$ cat config.mk
export PLATFORM = sky130hd
export DESIGN_NAME = atsd_regs
export DESIGN_NICKNAME = d
export VERILOG_FILES = /design/src/core/atsd_pkg.sv /design/src/core/atsd_dither.sv /design/src/core/atsd_regs.sv
export VERILOG_INCLUDE_DIRS = /design/src /design/src/core
export SDC_FILE = /design/constraint.sdc
export NUM_CORES = 1
export LEC_CHECK = 0
export ABC_AREA = 1
export BUFFER_PORTS_ARGS = -buffer_cell sky130_fd_sc_hd__buf_2
export CAP_MARGIN = 20
export CORE_MARGIN = 4
export CORE_UTILIZATION = 40
export CTS_BUF_LIST = sky130_fd_sc_hd__clkbuf_2
export DETAILED_ROUTE_END_ITERATION = 7
export GPL_TIMING_DRIVEN = 0
export PLACE_DENSITY_LB_ADDON = 0.15
export SYNTH_ARGS = -nofsm -noshare
export SYNTH_HDL_FRONTEND = slang
export SYNTH_SLANG_ARGS = --single-unit
$ cat constraint.sdc
create_clock -name pclk -period 2.75 [get_ports pclk]
set_input_delay 0.55 -clock pclk [delete_from_list [all_inputs] [get_ports pclk]]
set_output_delay 0.55 -clock pclk [all_outputs]
set_load 0.005 [all_outputs]
$ cat src/core/atsd_map.svh
`ifndef ATSD_MAP_SVH
`define ATSD_MAP_SVH

// register indices; byte address is four times the index
`define ATSD_IDX_TRIM_B 12'h07F
`define ATSD_IDX_TRIM_C 12'h080
`define ATSD_IDX_TRIM_D 12'h081
`define ATSD_IDX_SRC_DLY 12'h09A
`define ATSD_IDX_SEL_DLY 12'h09B
`define ATSD_IDX_DITH 12'h09D
`define ATSD_IDX_SWAP_CTRL 12'h0A0
`define ATSD_IDX_STATUS 12'h0A1

`define ATSD_RST_SRC_DLY 5'h08
`define ATSD_RST_SEL_DLY 5'h07
`define ATSD_RST_DITH 3'h0

`define ATSD_DITH_EN_BIT 0
`define ATSD_DITH_AMP_BIT 1
`define ATSD_DITH_ERR_BIT 2

`define ATSD_OVL_BASE 7'h04
`define ATSD_DITH_SMALL_MASK 12'h007
`define ATSD_DITH_LARGE_MASK 12'h03F

`endif

$ cat src/core/atsd_pkg.sv
package atsd_pkg;
	typedef struct packed {
		logic [7:0] trim_b;
		logic [7:0] trim_c;
		logic [7:0] trim_d;
	} atsd_trim_t;

	typedef struct packed {
		logic enable;
		logic amp_large;
		logic err_to_dc;
	} atsd_dith_t;

	typedef enum logic [1:0] {
		ATSD_IDLE,
		ATSD_OVERLAP,
		ATSD_STEER
	} atsd_swap_t;
endpackage : atsd_pkg

$ cat src/core/atsd_dither.sv
`timescale 1ns/1ps
`default_nettype none
`include "atsd_map.svh"

module atsd_dither #(
	parameter int SAMPLE_W = 12
) (
	// clock and reset
	input wire logic pclk,
	input wire logic presetn,
	input wire logic clk_en,
	// control
	input wire atsd_pkg::atsd_dith_t cfg,
	// samples
	input wire logic sample_valid,
	input wire logic [SAMPLE_W-1:0] sample_in,
	output logic [SAMPLE_W-1:0] sample_out,
	output logic [11:0] dither_value
);
	logic [15:0] lfsr_q;
	logic [11:0] dith_raw;
	logic [11:0] dith_mask;
	logic [SAMPLE_W:0] diff;
	logic [SAMPLE_W-1:0] rounded;

	always_ff @(posedge pclk or negedge presetn)
	begin
		if (!presetn)
			lfsr_q <= 16'hACE1;
		else if (clk_en && sample_valid)
			lfsr_q <= {lfsr_q[14:0], lfsr_q[15] ^ lfsr_q[13] ^ lfsr_q[12] ^ lfsr_q[10]};
	end

	// amplitude picks the mask width
	always_comb
	begin
		dith_mask = cfg.amp_large ? `ATSD_DITH_LARGE_MASK : `ATSD_DITH_SMALL_MASK;
		dith_raw = cfg.enable ? (lfsr_q[11:0] & dith_mask) : 12'h000;
		// analog path adds dither; digital side removes it again
		diff = {1'b0, sample_in} - {1'b0, SAMPLE_W'(dith_raw)};
		// rounding: lsb forced (dc/spur) or truncate (noise)
		if (cfg.err_to_dc)
			rounded = {diff[SAMPLE_W-1:1], 1'b1};
		else
			rounded = diff[SAMPLE_W-1:0];
	end

	always_ff @(posedge pclk or negedge presetn)
	begin
		if (!presetn)
		begin
			sample_out <= '0;
			dither_value <= 12'h000;
		end
		else if (clk_en && sample_valid)
		begin
			sample_out <= cfg.enable ? rounded : sample_in;
			dither_value <= dith_raw;
		end
	end

	dith_off_a: assert property (@(posedge pclk) disable iff (!presetn)
		(clk_en && sample_valid && !cfg.enable) |=> (dither_value == 12'h000))
		else $error("dither injected while disabled");
endmodule : atsd_dither
`default_nettype wire

$ cat src/core/atsd_regs.sv
// Notes on behaviour
// - trim registers for inputs b, c, d are 8-bit read/write
// - trim defaults come from fuse storage once fuse_valid is seen after reset (zero until then)
// - overlap delay is 5 bits, resets to 0x08, range 0..31
// - swap overlap lasts 4 + 2*overlap delay core cycles
// - steering delay 5 bits, reset 0x07, delays mux select during swaps
// - dither control bit 0 enables dither injection
// - dither control bit 1 selects large amplitude
// - dither control bit 2 routes rounding error to dc and spurs
`timescale 1ns/1ps
`default_nettype none
`include "atsd_map.svh"

module atsd_regs #(
	parameter int SAMPLE_W = 12
) (
	// clock and reset
	input wire logic pclk,
	input wire logic presetn,
	input wire logic clk_en,
	// apb slave
	input wire logic psel,
	input wire logic penable,
	input wire logic pwrite,
	input wire logic [13:0] paddr,
	input wire logic [31:0] pwdata,
	input wire logic [3:0] pstrb,
	output logic [31:0] prdata,
	output logic pready,
	output logic pslverr,
	// fuse storage
	input wire atsd_pkg::atsd_trim_t fuse_trim,
	input wire logic fuse_valid,
	// calibration
	input wire logic cal_enable,
	input wire logic swap_request,
	// swap controls
	output logic swap_overlap,
	output logic steer_select,
	output logic swap_busy,
	output atsd_pkg::atsd_trim_t trim_out,
	// samples
	input wire logic sample_valid,
	input wire logic [SAMPLE_W-1:0] sample_in,
	output logic [SAMPLE_W-1:0] sample_out
);
	atsd_pkg::atsd_trim_t trim_q;
	atsd_pkg::atsd_dith_t dith_q;
	atsd_pkg::atsd_swap_t state_q;
	logic [4:0] src_dly_q;
	logic [4:0] sel_dly_q;
	logic [6:0] cnt_q;
	logic [6:0] ovl_len;
	logic fuse_s1_q;
	logic fuse_s2_q;
	logic fuse_done_q;
	logic req_s1_q;
	logic req_s2_q;
	logic req_prev_q;
	logic cal_s1_q;
	logic cal_s2_q;
	logic sw_req_q;
	logic swap_start;
	logic [11:0] idx;
	logic wr;
	logic rd_hit;
	logic [7:0] rd_byte;
	logic [11:0] dith_dbg;

	assign idx = paddr[13:2];
	assign wr = psel && penable && pwrite && pstrb[0] && clk_en;
	assign pready = 1'b1;
	assign ovl_len = `ATSD_OVL_BASE + {1'b0, src_dly_q, 1'b0};

	// pin inputs synchronised
	always_ff @(posedge pclk or negedge presetn)
	begin
		if (!presetn)
		begin
			fuse_s1_q <= 1'b0;
			fuse_s2_q <= 1'b0;
			req_s1_q <= 1'b0;
			req_s2_q <= 1'b0;
			req_prev_q <= 1'b0;
			cal_s1_q <= 1'b0;
			cal_s2_q <= 1'b0;
		end
		else if (clk_en)
		begin
			fuse_s1_q <= fuse_valid;
			fuse_s2_q <= fuse_s1_q;
			req_s1_q <= swap_request;
			req_s2_q <= req_s1_q;
			req_prev_q <= req_s2_q;
			cal_s1_q <= cal_enable;
			cal_s2_q <= cal_s1_q;
		end
	end

	// trims: fuse image loaded once after reset, then software owns them
	always_ff @(posedge pclk or negedge presetn)
	begin
		if (!presetn)
		begin
			trim_q <= '0;
			fuse_done_q <= 1'b0;
		end
		else if (clk_en)
		begin
			if (!fuse_done_q && fuse_s2_q)
			begin
				trim_q <= fuse_trim;
				fuse_done_q <= 1'b1;
			end
			else if (wr && idx == `ATSD_IDX_TRIM_B)
				trim_q.trim_b <= pwdata[7:0];
			else if (wr && idx == `ATSD_IDX_TRIM_C)
				trim_q.trim_c <= pwdata[7:0];
			else if (wr && idx == `ATSD_IDX_TRIM_D)
				trim_q.trim_d <= pwdata[7:0];
		end
	end

	// delay registers; reserved bits dropped
	always_ff @(posedge pclk or negedge presetn)
	begin
		if (!presetn)
		begin
			src_dly_q <= `ATSD_RST_SRC_DLY;
			sel_dly_q <= `ATSD_RST_SEL_DLY;
		end
		else if (clk_en)
		begin
			if (wr && idx == `ATSD_IDX_SRC_DLY)
				src_dly_q <= pwdata[4:0];
			else if (wr && idx == `ATSD_IDX_SEL_DLY)
				sel_dly_q <= pwdata[4:0];
		end
	end

	always_ff @(posedge pclk or negedge presetn)
	begin
		if (!presetn)
			dith_q <= `ATSD_RST_DITH;
		else if (clk_en && wr && idx == `ATSD_IDX_DITH)
		begin
			dith_q.enable <= pwdata[`ATSD_DITH_EN_BIT];
			dith_q.amp_large <= pwdata[`ATSD_DITH_AMP_BIT];
			dith_q.err_to_dc <= pwdata[`ATSD_DITH_ERR_BIT];
		end
	end

	// software swap trigger: self-clearing, set wins over consumption
	always_ff @(posedge pclk or negedge presetn)
	begin
		if (!presetn)
			sw_req_q <= 1'b0;
		else if (clk_en)
		begin
			if (wr && idx == `ATSD_IDX_SWAP_CTRL && pwdata[0])
				sw_req_q <= 1'b1;
			else if (swap_start)
				sw_req_q <= 1'b0;
		end
	end

	assign swap_start = (state_q == atsd_pkg::ATSD_IDLE) && cal_s2_q
		&& ((req_s2_q && !req_prev_q) || sw_req_q);

	// swap sequencer: overlap only; the delayed steering switch falls inside it
	always_ff @(posedge pclk or negedge presetn)
	begin
		if (!presetn)
		begin
			state_q <= atsd_pkg::ATSD_IDLE;
			cnt_q <= 7'h00;
		end
		else if (clk_en)
		begin
			case (state_q)
				atsd_pkg::ATSD_IDLE:
				begin
					if (swap_start)
					begin
						state_q <= atsd_pkg::ATSD_OVERLAP;
						cnt_q <= 7'h01;
					end
				end
				atsd_pkg::ATSD_OVERLAP:
				begin
					if (cnt_q >= ovl_len)
					begin
						state_q <= atsd_pkg::ATSD_IDLE;
						cnt_q <= 7'h00;
					end
					else
						cnt_q <= cnt_q + 7'h01;
				end
				default:
				begin
					state_q <= atsd_pkg::ATSD_IDLE;
					cnt_q <= 7'h00;
				end
			endcase
		end
	end

	// steering flips sel_dly + 1 cycles after overlap start if sel_dly + 1 <= ovl_len, else not at all (only during swaps)
	always_ff @(posedge pclk or negedge presetn)
	begin
		if (!presetn)
			steer_select <= 1'b0;
		else if (clk_en && state_q == atsd_pkg::ATSD_OVERLAP
			&& cnt_q == {2'b00, sel_dly_q} + 7'h01)
			steer_select <= ~steer_select;
	end

	assign swap_overlap = (state_q == atsd_pkg::ATSD_OVERLAP);
	assign swap_busy = swap_overlap;
	assign trim_out = trim_q;

	// read mux
	always_comb
	begin
		rd_hit = 1'b1;
		rd_byte = 8'h00;
		if (idx == `ATSD_IDX_TRIM_B)
			rd_byte = trim_q.trim_b;
		else if (idx == `ATSD_IDX_TRIM_C)
			rd_byte = trim_q.trim_c;
		else if (idx == `ATSD_IDX_TRIM_D)
			rd_byte = trim_q.trim_d;
		else if (idx == `ATSD_IDX_SRC_DLY)
			rd_byte = {3'h0, src_dly_q};
		else if (idx == `ATSD_IDX_SEL_DLY)
			rd_byte = {3'h0, sel_dly_q};
		else if (idx == `ATSD_IDX_DITH)
			rd_byte = {5'h00, dith_q.err_to_dc, dith_q.amp_large, dith_q.enable};
		else if (idx == `ATSD_IDX_SWAP_CTRL)
			rd_byte = {7'h00, sw_req_q};
		else if (idx == `ATSD_IDX_STATUS)
			rd_byte = {5'h00, fuse_done_q, steer_select, swap_busy};
		else
			rd_hit = 1'b0;
	end

	always_ff @(posedge pclk or negedge presetn)
	begin
		if (!presetn)
			prdata <= 32'h0000_0000;
		else if (clk_en && psel && !penable && !pwrite)
			prdata <= {24'h00_0000, rd_byte};
	end

	assign pslverr = psel && penable && !rd_hit;

	atsd_dither #(
		.SAMPLE_W(SAMPLE_W)
	) u_dither (
		.pclk(pclk),
		.presetn(presetn),
		.clk_en(clk_en),
		.cfg(dith_q),
		.sample_valid(sample_valid),
		.sample_in(sample_in),
		.sample_out(sample_out),
		.dither_value(dith_dbg)
	);

	ovl_length_a: assert property (@(posedge pclk) disable iff (!presetn)
		(clk_en && swap_overlap && cnt_q == ovl_len) |=> !swap_overlap)
		else $error("overlap length wrong");
	src_reset_a: assert property (@(posedge pclk) disable iff (!presetn)
		$rose(presetn) |-> src_dly_q == 5'h08)
		else $error("overlap delay reset value wrong");
	src_write_a: assert property (@(posedge pclk) disable iff (!presetn)
		(wr && idx == 12'h09A) |=> src_dly_q == $past(pwdata[4:0]))
		else $error("overlap delay write lost");
	sel_write_a: assert property (@(posedge pclk) disable iff (!presetn)
		(wr && idx == 12'h09B) |=> sel_dly_q == $past(pwdata[4:0]))
		else $error("steering delay write lost");
	steer_idle_a: assert property (@(posedge pclk) disable iff (!presetn)
		!swap_overlap |=> $stable(steer_select))
		else $error("steering moved outside swap");
	trim_write_a: assert property (@(posedge pclk) disable iff (!presetn)
		(wr && fuse_done_q && idx == 12'h080) |=> trim_q.trim_c == $past(pwdata[7:0]))
		else $error("trim write lost");
	fuse_load_a: assert property (@(posedge pclk) disable iff (!presetn)
		(clk_en && !fuse_done_q && fuse_s2_q) |=> trim_q == $past(fuse_trim))
		else $error("fuse image not loaded");
	dith_write_a: assert property (@(posedge pclk) disable iff (!presetn)
		(wr && idx == `ATSD_IDX_DITH) |=> {dith_q.err_to_dc, dith_q.amp_large, dith_q.enable}
		== $past(pwdata[2:0]))
		else $error("dither control write lost");
	dith_sub_a: assert property (@(posedge pclk) disable iff (!presetn)
		(clk_en && sample_valid && !dith_q.enable) |=> sample_out == $past(sample_in))
		else $error("sample altered without dither");
endmodule : atsd_regs
`default_nettype wire

==> summary.txt <==
Worst Setup Start Kind -> flop
Worst EP required -> 3.29 ns
status -> completed
Iteration-0 DRC Markers -> 230
sequential cell area fraction in the yosys report -> 42.0%
CORE AREA -> 13300 um2
DIE WIDTH -> 125 um
Initial Util -> 41.0%
Lkg Pwr -> 0.00340 uW
FILL cells -> 1326
latest clock arrival within the worst-skew pair -> 0.59 ns
Synth warnings -> 0
Clock Sinks -> 91
worst rel slew slack -> 66.3%
vias per inst -> 4.80
Layout Skew -> 0.0312 ns
RSZ-0062 raised after global routing -> false
Final Util -> 49.1%
pwr/cell area -> 510 nW/um2
Tcrit/Tclk final -> 89.9%
DRC Markers -> 0
initial antenna violation count -> 0
Synth Cell Area -> 5450 um2
first-pass GRT wire length -> 23300 um
vias in the first global route -> 4778
Vias -> 5026
CTS Buf Count -> 9
FP Rows -> 42
area of the multi-input gates -> 2640 um2
Post-DRT Antenna Nets -> 0
HPWL after DPL -> 11000 um
final net count -> 977
CTS tree -> done
max-cap violations -> 0
Async S/R FF share, synth -> 100%
CP endpoint kind -> flop
Mapped Cells -> 716
GRT Total Usage -> 18.1%
I/O Buffers -> 113
Peak Freq -> 404 MHz
layout cells sized above 1 -> 23.4%
Fin. Hold Viols -> 0
Max Transition Viols Final -> 0
num ports -> 169
worst IR drop on VDD -> 0.192 mV
GRT overflow -> 0
Worst Tran Pin Value -> 0.504 ns
H-tree Lvls -> 3
Sequential Area -> 2290 um2
total power -> 3330 uW
Post-CTS Setup Inserts -> 0
largest net degree at the start of global routing -> 71
full die area -> 15600 um2
ant diodes -> 0
DP Area -> 6360 um2
clk slew on worst S/H paths -> 0.26 ns
Primary FF master, synth -> dfrtp_1
min cycle time layout -> 2.47 ns
clock tree buffer depth -> 2
Worst Hold Class -> input port to flop
Syn-to-layout area delta -> 19.7%
post-synthesis cell type count -> 49
fin area -> 6530 um2
height of the die -> 125 um
synthesis-stage register bit count -> 91
Worst Path Arrival -> 3.02 ns
DRT Pass-1 Iters -> 5
endpoints failing setup -> 0
setup tns final -> 0 ns
EDFF count, synth -> 0
Syn Area/Cell -> 7.62 um2
CTS root buf -> clkbuf_2
WL per Instance -> 13.4 um
crit path max fanout -> 10
Final GP Congestion -> 0.904
drt total wl -> 14000 um
Setup CP Type -> flop to flop
cells by family after synthesis:
kind of cell             synth area share, %
AND/OR/NAND/NOR                         26.7
buffers and inverters                   11.1
AO/OA/AOI/OAI                           13.1
flip-flops                              42.0
XOR/XNOR                                2.73
adder cells (fa/ha/maj)                 3.81
other                                  0.138
multiplexers                           0.413
layout make-up:
cell class,instances,share of cell area (%)
flip-flops and latches,91,35.1
clock buffers,9,0.690
well taps,176,3.37
plain buffers,41,4.25
repair buffers,115,9.28
clock inverters,7,1.78
multi-input cells,520,40.5
inverters,87,5.04
placed cells by master (no fill, tap or decap), types with 2 or more instances in the layout:
| cell | count |
|---|---|
| o21ai_1 | 3 |
| nand2_2 | 4 |
| o22ai_1 | 6 |
| a31oi_2 | 2 |
| xnor2_1 | 7 |
| a21oi_2 | 2 |
| nand3_1 | 39 |
| a21oi_1 | 31 |
| mux2_2 | 2 |
| clkbuf_1 | 9 |
| dfrtp_1 | 79 |
| clkinv_1 | 2 |
| buf_4 | 27 |
| o21ai_2 | 4 |
| dfstp_2 | 12 |
| nor3_1 | 5 |
| clkbuf_2 | 10 |
| buf_6 | 3 |
| nand2_1 | 214 |
| xor2_1 | 10 |
| o21bai_1 | 2 |
| conb_1 | 25 |
| bufinv_16 | 3 |
| nor2_1 | 59 |
| clkinv_4 | 2 |
| o21ai_4 | 3 |
| ha_1 | 15 |
| inv_1 | 82 |
| nand4_1 | 7 |
| a31oi_1 | 14 |
| o21ai_0 | 47 |
| buf_2 | 114 |
| nor2_4 | 2 |
| inv_2 | 3 |
stage by stage:
step	instances	hold WS, ns	setup slack, ns
after global placement	1028	0.450	0.204
after floorplan	739	0.254	0.672
after detailed placement	1029	0.461	0.186
final	1046	0.171	0.277
after CTS	1046	0.103	0.132
after global routing	1046	0.0834	0.0811
metal layers:
metal	vias up	share of wire [%]	GRT usage (%)
met2	169	45	28.3
met1	2282	47	24.9
met4	0	1.6	6.45
met3	15	6.5	3.77
met5	-	0	0
li1	2560	-	-
registers in the layout, indices dropped and copies added, names as in the netlist, 3 cells and up:
name and flops:
cnt_q 7, sel_dly_q 5, src_dly_q 5, dith_q 3, prdata 8, u_dither.sample_out 12
u_dither.lfsr_q 16, trim_out 24
critical path, cell delays in order (launching register included):
cell      delay, ns
dfrtp_1        0.54
clkbuf_2       0.28
nand2_1        0.08
inv_1          0.06
ha_1           0.13
inv_1          0.06
fa_1           0.42
nand3_1        0.11
nand2_1        0.08
a21oi_1        0.18
o21ai_0        0.13
o21ai_0        0.20
a21oi_1        0.07
nor2_1         0.09
final timing paths:
path | start | to | slack [ns] | depth (start not counted)
worst max-delay path | dith_q[2]$_DFFE_PN0P_ | u_dither.sample_out[8]$_DFFE_PN0P_ | 0.28 | 13
worst min-delay path | fuse_trim[5] | trim_out[5]$_DFFE_PN0P_ | 0.17 | 3
worst max register to register | dith_q[2]$_DFFE_PN0P_ | u_dither.sample_out[8]$_DFFE_PN0P_ | 0.28 | 13
worst min register to register | u_dither.lfsr_q[6]$_DFFE_PN1P_ | u_dither.lfsr_q[7]$_DFFE_PN1P_ | 0.48 | 2
max in group asynchronous | presetn | sel_dly_q[1]$_DFFE_PN1P_ | 1.67 | 3
min in group asynchronous | presetn | state_q[0]$_DFFE_PN0P_ | 0.38 | 2
power by group:
group	total, uW	switching, uW	internal [uW]	leakage (uW)
Sequential	1660	144	1520	0.00112
Clock	870	480	390	0.0000935
Combinational	803	455	348	0.00218
repair_timing:
| action | in CTS | in global routing |
|---|---|---|
| setup endpoints to repair | 0 | 3 |
| hold buffers | 1 | 0 |
| hold endpoints to repair | 21 | 0 |
| gates resized for setup | 0 | 2 |
cells in the mapped netlist (2+ instances only):
cell / instances / area share [%]
nor2_1: 59 / 4.1
buf_4: 26 / 3.6
nor3_1: 5 / 0.46
xnor2_1: 7 / 1.1
o21ai_0: 47 / 4.3
dfrtp_1: 79 / 36
o21ai_1: 3 / 0.28
buf_6: 3 / 0.62
nand3_1: 39 / 3.6
a21oi_1: 31 / 2.8
inv_2: 3 / 0.21
nand2_2: 4 / 0.46
dfstp_2: 12 / 5.8
nor2_4: 2 / 0.41
a31oi_2: 2 / 0.46
ha_1: 15 / 3.4
nand4_1: 7 / 0.80
o21bai_1: 2 / 0.28
clkbuf_1: 10 / 0.69
inv_1: 82 / 5.6
buf_2: 2 / 0.18
conb_1: 2 / 0.14
o21ai_4: 3 / 0.89
o22ai_1: 6 / 0.69
o21ai_2: 4 / 0.64
a31oi_1: 14 / 1.6
a21oi_2: 2 / 0.32
nand2_1: 214 / 15
xor2_1: 10 / 1.6
mux2_2: 2 / 0.41
Power figures use the tool's default switching activity.
